### config.mk
export PLATFORM = sky130hd
export DESIGN_NAME = vat_translate
export DESIGN_NICKNAME = d
export VERILOG_FILES = /design/src/logic/vat_pkg.sv /design/src/logic/vat_translate.sv
export SDC_FILE = /design/constraint.sdc
export NUM_CORES = 2
export LEC_CHECK = 0
export BUFFER_PORTS_ARGS = -buffer_cell sky130_fd_sc_hd__buf_2
export CORE_ASPECT_RATIO = 0.7
export CORE_MARGIN = 2
export CORE_UTILIZATION = 33
export DETAILED_ROUTE_END_ITERATION = 16
export SYNTH_ARGS = -nofsm -noshare
export SYNTH_HDL_FRONTEND = slang
export SYNTH_SLANG_ARGS = --single-unit
### constraint.sdc
create_clock -name ref_clk -period 6.2 [get_ports ref_clk]
set_input_delay 0.62 -clock ref_clk [delete_from_list [all_inputs] [get_ports ref_clk]]
set_output_delay 0.62 -clock ref_clk [all_outputs]
set_load 0.1 [all_outputs]
### src/logic/vat_pkg.sv
// package for the virtual address translator: register map, field layout,
// reset values and page size constants.
// assumes a single 20 MHz core clock and a plain register port.
package vat_pkg;
    // ----------------------------------------------------------------
    // geometry
    // ----------------------------------------------------------------
    localparam int ENTRIES = 32;
    localparam int IDX_W = 5;
    localparam int PA_W = 32;
    localparam int TAG_W = 8;
    localparam int VPN_W = 30;
    localparam int PFN_W = 22;
    localparam int CACHE_W = 3;
    localparam int MIN_OFF = 10;
    localparam logic [2:0] SIZE_MAX = 3'h4;
    localparam logic [1:0] MODE_USER = 2'h2;
    // ----------------------------------------------------------------
    // register offsets
    // ----------------------------------------------------------------
    localparam logic [7:0] OFS_STATUS = 8'h00;
    localparam logic [7:0] OFS_ENTRY_HI = 8'h04;
    localparam logic [7:0] OFS_ENTRY_HI_EXT = 8'h08;
    localparam logic [7:0] OFS_ENTRY_LO = 8'h0C;
    localparam logic [7:0] OFS_INDEX = 8'h10;
    localparam logic [7:0] OFS_TLB_WRITE = 8'h14;
    // ----------------------------------------------------------------
    // field positions
    // ----------------------------------------------------------------
    localparam int ST_EXL = 1;
    localparam int ST_ERL = 2;
    localparam int ST_MODE_LO = 3;
    localparam int ST_UX = 5;
    localparam int ST_SHUTDOWN = 22;
    localparam int HI_VPN_LO = 10;
    localparam int LO_CACHE_LO = 22;
    localparam int LO_GLOBAL = 25;
    localparam int LO_VALID = 26;
    localparam int LO_SIZE_LO = 28;
    // ----------------------------------------------------------------
    // reset values
    // ----------------------------------------------------------------
    localparam logic [1:0] RST_MODE = 2'h0;
    localparam logic RST_ERL = 1'b1;
    localparam logic RST_EXL = 1'b0;
    localparam logic RST_UX = 1'b0;
endpackage

### src/logic/vat_translate.sv
// user segment check and tlb translation for the memory management unit.
// assumes the pipeline presents one virtual address per request on ref_clk
// and takes the registered answer in the next cycle.
//
// The implementer's own choices: the placing of the registers and the address-and-strobe port.
`timescale 1ns/1ps

// Operation
// - physical addresses are 32 bits wide, a 4 gigabyte space.
// - entries carry an 8-bit address space tag from the entry high register.
// - hit needs equal page number and global bit or equal tag.
// - no matching entry raises a tlb mismatch exception.
// - physical address is entry page number joined with untranslated offset.
// - five page sizes, 1K to 256K, each four times the last.
// - 32-bit mode, 1K page: 10-bit offset, 22-bit page number.
// - 32-bit mode, 256K page: 18-bit offset, 14-bit page number.
// - 64-bit mode, 1K page: 10-bit offset, 30-bit page number.
// - 64-bit mode, 256K page: 18-bit offset, 22-bit page number.
// - exceptions enter kernel mode; exception return restores the earlier mode.
// - user mode only when mode field is 10 and both level bits 0.
// - user wide address bit picks narrow or wide user segment.
// - narrow segment holds addresses with bit 31 clear, 2 gigabytes.
// - wide segment holds addresses with bits 63 to 40 zero.
// - narrow user access with bit 31 set raises address error.
// - narrow segment miss uses the ordinary mismatch vector.
// - cacheability comes from the matching entry's cache field.
// - 32-bit addressing sign-extends bit 31 into bits 63 to 32.
// - user segments map through the tlb the same from every mode.
// - wide user access with any of bits 63 to 40 set raises address error.
// - wide segment miss uses the extended mismatch vector.
// - multiple matches set the shutdown flag; all later accesses miss until reset.
module vat_translate (
    // clock and reset
    input wire logic ref_clk,
    input wire logic sys_rst,
    // register port
    input wire logic [7:0] reg_addr,
    input wire logic [31:0] reg_wdata,
    input wire logic reg_wr,
    input wire logic reg_rd,
    output logic [31:0] reg_rdata,
    // pipeline request
    input wire logic req_valid,
    input wire logic [63:0] req_va,
    input wire logic exc_return,
    // translation answer
    output logic rsp_valid,
    output logic rsp_hit,
    output logic [31:0] rsp_pa,
    output logic [2:0] rsp_cache,
    output logic rsp_tlb_miss,
    output logic rsp_xtlb_miss,
    output logic rsp_addr_err,
    output logic rsp_outside,
    // mode state
    output logic user_mode
);
    // ----------------------------------------------------------------
    // state
    // ----------------------------------------------------------------
    logic [1:0] mode_r;
    logic exl_r;
    logic erl_r;
    logic ux_r;
    logic shutdown_r;
    logic [31:0] ent_hi_r;
    logic [7:0] ent_hi_ext_r;
    logic [31:0] ent_lo_r;
    logic [vat_pkg::IDX_W-1:0] index_r;
    logic [vat_pkg::VPN_W-1:0] tlb_vpn [vat_pkg::ENTRIES];
    logic [vat_pkg::TAG_W-1:0] tlb_tag [vat_pkg::ENTRIES];
    logic [vat_pkg::PFN_W-1:0] tlb_pfn [vat_pkg::ENTRIES];
    logic [vat_pkg::CACHE_W-1:0] tlb_cache [vat_pkg::ENTRIES];
    logic [2:0] tlb_size [vat_pkg::ENTRIES];
    logic [vat_pkg::ENTRIES-1:0] tlb_glb;
    logic [vat_pkg::ENTRIES-1:0] tlb_vld;
    logic [vat_pkg::ENTRIES-1:0] match_c;
    logic [63:0] addr_c;
    logic [7:0] cur_tag_c;
    logic user_c;
    logic seg_c;
    logic addr_err_c;
    logic multi_c;
    logic hit_c;
    logic miss_c;
    logic exc_c;
    logic [31:0] pa_c;
    logic [2:0] cache_c;
    logic [31:0] rdata_nxt;

    // offset mask for a size code: 10 + 2*code low bits pass untranslated, codes above 4 taken as 4
    function automatic logic [31:0] off_mask(input logic [2:0] sz);
        logic [2:0] s;
        s = (sz > vat_pkg::SIZE_MAX) ? vat_pkg::SIZE_MAX : sz;
        off_mask = (32'h0000_0400 << {s, 1'b0}) - 32'h0000_0001;
    endfunction

    // ----------------------------------------------------------------
    // address shaping and segment check
    // ----------------------------------------------------------------
    // mode decode and internal 64-bit address
    always_comb begin
        user_c = (mode_r == vat_pkg::MODE_USER) && !exl_r && !erl_r;
        cur_tag_c = ent_hi_r[7:0];
        addr_c = ux_r ? req_va : {{32{req_va[31]}}, req_va[31:0]};
        // same segment test whatever the mode
        seg_c = ux_r ? (addr_c[63:40] == 24'h00_0000) : !addr_c[31];
        addr_err_c = user_c && !seg_c;
    end

    // ----------------------------------------------------------------
    // per-entry compare
    // ----------------------------------------------------------------
    genvar gi;
    generate
        for (gi = 0; gi < vat_pkg::ENTRIES; gi++) begin : g_ent
            logic [vat_pkg::VPN_W-1:0] vmask;
            // page bits under the offset do not take part
            assign vmask = ~(vat_pkg::VPN_W'(off_mask(tlb_size[gi]) >> vat_pkg::MIN_OFF));
            assign match_c[gi] = tlb_vld[gi]
                && (((addr_c[39:10] ^ tlb_vpn[gi]) & vmask) == '0)
                && (tlb_glb[gi] || (tlb_tag[gi] == cur_tag_c));
        end
    endgenerate

    // ----------------------------------------------------------------
    // hit select and physical address
    // ----------------------------------------------------------------
    always_comb begin
        logic [31:0] m;
        m = '0;
        pa_c = '0;
        cache_c = '0;
        for (int i = vat_pkg::ENTRIES - 1; i >= 0; i--) begin
            if (match_c[i]) begin
                m = off_mask(tlb_size[i]);
                // frame from the entry, offset straight from the address
                pa_c = ({tlb_pfn[i], 10'h000} & ~m) | (addr_c[31:0] & m);
                cache_c = tlb_cache[i];
            end
        end
        multi_c = |(match_c & (match_c - 1'b1));
        // shutdown or a double match forces a miss, whatever matched
        hit_c = seg_c && (|match_c) && !multi_c && !shutdown_r;
        miss_c = seg_c && !hit_c && !addr_err_c;
        exc_c = req_valid && (addr_err_c || miss_c);
    end

    // ----------------------------------------------------------------
    // answer registers, one cycle after the request
    // ----------------------------------------------------------------
    always_ff @(posedge ref_clk) begin
        if (sys_rst) begin
            rsp_valid <= 1'b0;
            rsp_hit <= 1'b0;
            rsp_pa <= '0;
            rsp_cache <= '0;
            rsp_tlb_miss <= 1'b0;
            rsp_xtlb_miss <= 1'b0;
            rsp_addr_err <= 1'b0;
            rsp_outside <= 1'b0;
        end else begin
            // every flag is gated by the request, so idle cycles answer all zero
            rsp_valid <= req_valid;
            rsp_hit <= req_valid && hit_c && !addr_err_c;
            rsp_pa <= (req_valid && hit_c) ? pa_c : '0;
            rsp_cache <= (req_valid && hit_c) ? cache_c : '0;
            rsp_tlb_miss <= req_valid && miss_c && !ux_r;
            rsp_xtlb_miss <= req_valid && miss_c && ux_r;
            rsp_addr_err <= req_valid && addr_err_c;
            // non-user reference outside user segments: left to other maps
            rsp_outside <= req_valid && !user_c && !seg_c;
        end
    end

    // ----------------------------------------------------------------
    // status: mode, level bits, shutdown
    // ----------------------------------------------------------------
    // exception sets the level bit; a same-cycle write or return loses
    always_ff @(posedge ref_clk) begin
        if (sys_rst) begin
            mode_r <= vat_pkg::RST_MODE;
            exl_r <= vat_pkg::RST_EXL;
            erl_r <= vat_pkg::RST_ERL;
            ux_r <= vat_pkg::RST_UX;
        end else begin
            if (reg_wr && reg_addr == vat_pkg::OFS_STATUS) begin
                mode_r <= reg_wdata[vat_pkg::ST_MODE_LO +: 2];
                exl_r <= reg_wdata[vat_pkg::ST_EXL];
                erl_r <= reg_wdata[vat_pkg::ST_ERL];
                ux_r <= reg_wdata[vat_pkg::ST_UX];
            end else if (exc_return) begin
                // clear the outer level first; mode field untouched
                if (erl_r) begin
                    erl_r <= 1'b0;
                end else begin
                    exl_r <= 1'b0;
                end
            end
            if (exc_c) begin
                exl_r <= 1'b1;
            end
        end
    end

    // shutdown flag, cleared only by reset
    always_ff @(posedge ref_clk) begin
        if (sys_rst) begin
            shutdown_r <= 1'b0;
        end else if (req_valid && seg_c && multi_c) begin
            shutdown_r <= 1'b1;
        end
    end

    // registered user mode indication
    always_ff @(posedge ref_clk) begin
        if (sys_rst) begin
            user_mode <= 1'b0;
        end else begin
            user_mode <= user_c;
        end
    end

    // ----------------------------------------------------------------
    // staging registers and tlb write
    // ----------------------------------------------------------------
    always_ff @(posedge ref_clk) begin
        if (sys_rst) begin
            ent_hi_r <= '0;
            ent_hi_ext_r <= '0;
            ent_lo_r <= '0;
            index_r <= '0;
        end else if (reg_wr) begin
            if (reg_addr == vat_pkg::OFS_ENTRY_HI) begin
                ent_hi_r <= reg_wdata;
            end
            if (reg_addr == vat_pkg::OFS_ENTRY_HI_EXT) begin
                ent_hi_ext_r <= reg_wdata[7:0];
            end
            if (reg_addr == vat_pkg::OFS_ENTRY_LO) begin
                ent_lo_r <= reg_wdata;
            end
            if (reg_addr == vat_pkg::OFS_INDEX) begin
                index_r <= reg_wdata[vat_pkg::IDX_W-1:0];
            end
        end
    end

    // entry array; valid and global bits reset, other contents kept
    always_ff @(posedge ref_clk) begin
        if (sys_rst) begin
            tlb_vld <= '0;
            tlb_glb <= '0;
        end else if (reg_wr && reg_addr == vat_pkg::OFS_TLB_WRITE) begin
            tlb_vld[index_r] <= ent_lo_r[vat_pkg::LO_VALID];
            tlb_glb[index_r] <= ent_lo_r[vat_pkg::LO_GLOBAL];
        end
    end

    always_ff @(posedge ref_clk) begin
        if (reg_wr && reg_addr == vat_pkg::OFS_TLB_WRITE) begin
            tlb_vpn[index_r] <= {ent_hi_ext_r, ent_hi_r[31:vat_pkg::HI_VPN_LO]};
            tlb_tag[index_r] <= ent_hi_r[7:0];
            tlb_pfn[index_r] <= ent_lo_r[vat_pkg::PFN_W-1:0];
            tlb_cache[index_r] <= ent_lo_r[vat_pkg::LO_CACHE_LO +: 3];
            tlb_size[index_r] <= ent_lo_r[vat_pkg::LO_SIZE_LO +: 3];
        end
    end

    // ----------------------------------------------------------------
    // read back
    // ----------------------------------------------------------------
    always_comb begin
        rdata_nxt = '0;
        unique case (reg_addr)
            vat_pkg::OFS_STATUS: begin
                rdata_nxt[vat_pkg::ST_EXL] = exl_r;
                rdata_nxt[vat_pkg::ST_ERL] = erl_r;
                rdata_nxt[vat_pkg::ST_MODE_LO +: 2] = mode_r;
                rdata_nxt[vat_pkg::ST_UX] = ux_r;
                rdata_nxt[vat_pkg::ST_SHUTDOWN] = shutdown_r;
            end
            vat_pkg::OFS_ENTRY_HI: rdata_nxt = ent_hi_r;
            vat_pkg::OFS_ENTRY_HI_EXT: rdata_nxt[7:0] = ent_hi_ext_r;
            vat_pkg::OFS_ENTRY_LO: rdata_nxt = ent_lo_r;
            vat_pkg::OFS_INDEX: rdata_nxt[vat_pkg::IDX_W-1:0] = index_r;
            default: rdata_nxt = '0;
        endcase
    end

    always_ff @(posedge ref_clk) begin
        if (sys_rst) begin
            reg_rdata <= '0;
        end else begin
            reg_rdata <= reg_rd ? rdata_nxt : '0;
        end
    end
endmodule
==> flow_summary_export.csv <==
group,metric,value,unit
power,p_leak,0.0449,uW
floorplan,die_h,467,um
timing,hold_violations,0,
placement,place_hpwl,222000,um
power,power.share.sequential,53.6,%
grt,grt_antenna_before_repair,29,
setup_path,crit_fanout,33,
timing,post-route-min-period,5.87,ns
timing,timing.setup.tns,0,ns
drt,first_pass_iters,6,
floorplan,rows,169,
cts,cts_max_path_buffers,4,
drt,wl_per_cell,28.1,um
cts,clkTransAtPathRegs,0.06,ns
setup_path,path_cells,"buf_4 > buf_4 > xor2_1 > nor4_1 > a21oi_1 > nor4_4 > buf_4 > o31ai_1 > o2111ai_1 > a2111oi_1 > o2111ai_1 > a2111oi_4 > nand3_4 > buf_12 > a311oi_2",
timing,slew_viol_final,0,
drt,ant_nets,0,
power,power.switching_fraction,21.1,%
floorplan,floorplan.initialDensity,33.2,%
drt,maxUsedRoutingLayer,"met5",
setup_path,cpMaxStageDelayCell,"o31ai_1",
placement,place_inst,11312,
power,powerDensity,273,nW/um2
cts,cts_inserted_buffers,226,
cts,cts.sinks,2333,
yosys,syn-num-nets,7294,
placement,portBuffers,183,
setup_path,reg2reg_setup_slack,0.33,ns
grt,grt_max_degree,115,
finish,regArea,67900,um2
drt,drtIter0Drc,10224,
finish,area_delta_synth_final,14.6,%
grt,grt_usage,20.6,%
min_path,hold_class,"in -> reg",
setup_path,critPathMaxStageDelay,0.85,ns
placement,gp_congestion,0.925,
cts,clock-root-buffer,"clkbuf_16",
finish,final_core_util,38.1,%
floorplan,core_area,304000,um2
timing,post-route-period-util,94.6,%
setup_path,path_class,"reg -> reg",
setup_path,required,6.96,ns
floorplan,ios,184,
job,maxCapViolations,0,
drt,drc_errors,0,
drt,via_per_inst,5.57,
cts,htree_levels,4,
timing,worst_slew_pin_slew,1.25,ns
finish,finalNonFillerCells,11767,
yosys,yosysSeqAreaShare,67.2,%
finish,fillCellCount,28266,
setup_path,end_kind,"register",
drt,wl_met2,132000,um
outcome,status,"complete, no violations",
setup_path,arrival,6.63,ns
finish,fin_nets,7673,
yosys,synth_area_per_cell,14.1,um2
grt,grt_pass1_vias,62299,
finish,layout_commonest_cell,"edfxtp_1",
finish,multi_input_area,30600,um2
drt,m1WireLength,151000,um
timing,slew_headroom,16.7,%
power,power_frac_clock,43.6,%
grt,grt_pass1_wl,467000,um
yosys,yosys_most_used_dff,"edfxtp_1",
cts,cts_tree,"yes",
power,p_int,24900,uW
yosys,synthArstFlopShare,0,%
floorplan,dieArea,310000,um2
timing,rsz0062_at_grt,"false",
setup_path,start_kind,"register",
yosys,synth_area,101000,um2
timing,clock.fmax,170,MHz
finish,final_cell_mix,"edfxtp_1 (2112), xor2_1 (615), xnor2_1 (589), a21oi_1 (484), nand2_1 (413)",
drt,wl_met3,41000,um
grt,overflow,0,
power,combPwrFrac,2.9,%
yosys,synth_edf_count,2112,
finish,drive_gt1_share,14.9,%
floorplan,fp.dieW,665,um
drt,routed_wl,331000,um
cts,clkLatencyLatePin,0.91,ns
timing,setup_viol,0,
power,peakVddDrop,0.000236,V
timing,clock_skew,0.0872,ns
setup_path,cp_common_cell,"buf_4",
yosys,yosysUniqueCellTypes,101,
power,switchingPower,6650,uW
yosys,synth_cells,7184,
yosys,ys_seq_elements,2333,
drt,num_vias,65573,
yosys,ys_warn_count,0,
## sequential cells by signal, summed over array words and instances (netlist names), 96 cells and up
signal     count
tlb_tag      256
tlb_cache     96
tlb_size      96
tlb_pfn      704
tlb_vpn      960
## synthesized netlist by cell type, types with 52 or more instances
cell | n | area, um2
a21oi_1 | 484 | 2420
a221oi_1 | 52 | 455
buf_4 | 90 | 676
buf_6 | 61 | 687
clkbuf_1 | 204 | 766
dfxtp_1 | 221 | 4420
edfxtp_1 | 2112 | 63400
inv_1 | 103 | 387
mux2_2 | 98 | 1100
mux2i_1 | 264 | 2640
nand2_1 | 413 | 1550
nand3_1 | 84 | 420
nand4_1 | 134 | 838
nor2_1 | 306 | 1150
nor3_1 | 150 | 751
nor4_1 | 147 | 920
o21ai_0 | 220 | 1100
or4_1 | 54 | 405
xnor2_1 | 589 | 5160
xor2_1 | 615 | 5390
## through the flow
stage	total power (uW)	cell area, um2	hold WS, ns	worst slack [ns]
2_1_floorplan	17800	101000	0.436	1.03
6_report	31500	116000	0.0617	0.333
3_5_place_dp	18100	108000	0.448	0.449
5_1_grt	32300	116000	0.0210	0.151
3_3_place_gp	18100	108000	0.442	-0.152
4_1_cts	31700	116000	0.00553	0.627
## worst max-delay path: cells and delay by family, from the launching register on
kind	cells	cell delay, ns
xor gates and xnor gates	1	0.17
buffers and inverters	4	0.99
and+or+nand+nor	3	0.57
AOI/OAI and AO/OA	7	3.04
DFF	1	0.82
## path summary, 6_finish.rpt
kind / start / end / cells after the start
setup reg to reg: ent_hi_r[0]$_SDFFE_PP0P_ / rsp_pa[28]$_SDFF_PP0_ / 15
setup / recovery: ent_hi_r[0]$_SDFFE_PP0P_ / rsp_pa[28]$_SDFF_PP0_ / 15
hold reg to reg: ent_hi_r[8]$_SDFFE_PP0P_ / reg_rdata[8]$_SDFF_PP0_ / 2
hold / removal: reg_wdata[16] / ent_lo_r[16]$_SDFFE_PP0P_ / 3
## timing repair
| item | CTS | global route |
|---|---|---|
| setup endpoints to repair | 0 | 0 |
| buffers inserted | 0 | 0 |
| hold endpoints to repair | 87 | 0 |
| gates resized for setup | 0 | 0 |
| hold buffers | 41 | 0 |
## cells by family (layout without fill, tap and decap cells)
logic type	count (synthesis)	in the layout	synth area share [%]
flops	2333	2333	67.2
mux	368	368	3.84
buf+inv	546	1105	2.89
xor+xnor	1204	1204	10.4
fa+ha+maj	1	1	0.00992
simple gates	1453	1453	7.20
compound gates	1279	1279	8.41
other cells	0	6	0
## power by group through the flow
stage	Sequential [uW]	Combinational (uW)	Clock, uW
floorplan	17200	556	0
global placement	17200	854	0
detailed placement	17200	863	0
CTS	16900	888	13900
global route	16900	948	14500
finish	16900	904	13700
## routing by layer
metal,vias to the layer above,global-route usage [%]
met5,-,0.366
li1,27766,-
met3,406,5.35
met1,33489,32.3
met4,10,3.83
met2,3902,28.3
## area by class of cell
cell class,instances,area share [%]
Multi-Input combinational cell,4305,26.4
Timing Repair Buffer,593,3.95
Sequential cell,2333,58.7
Tap cell,4018,4.35
Antenna cell,6,0.0130
Clock inverter,105,0.846
Inverter,104,0.338
Clock buffer,303,5.36
Note: power is estimated with default switching activity, not from simulation.
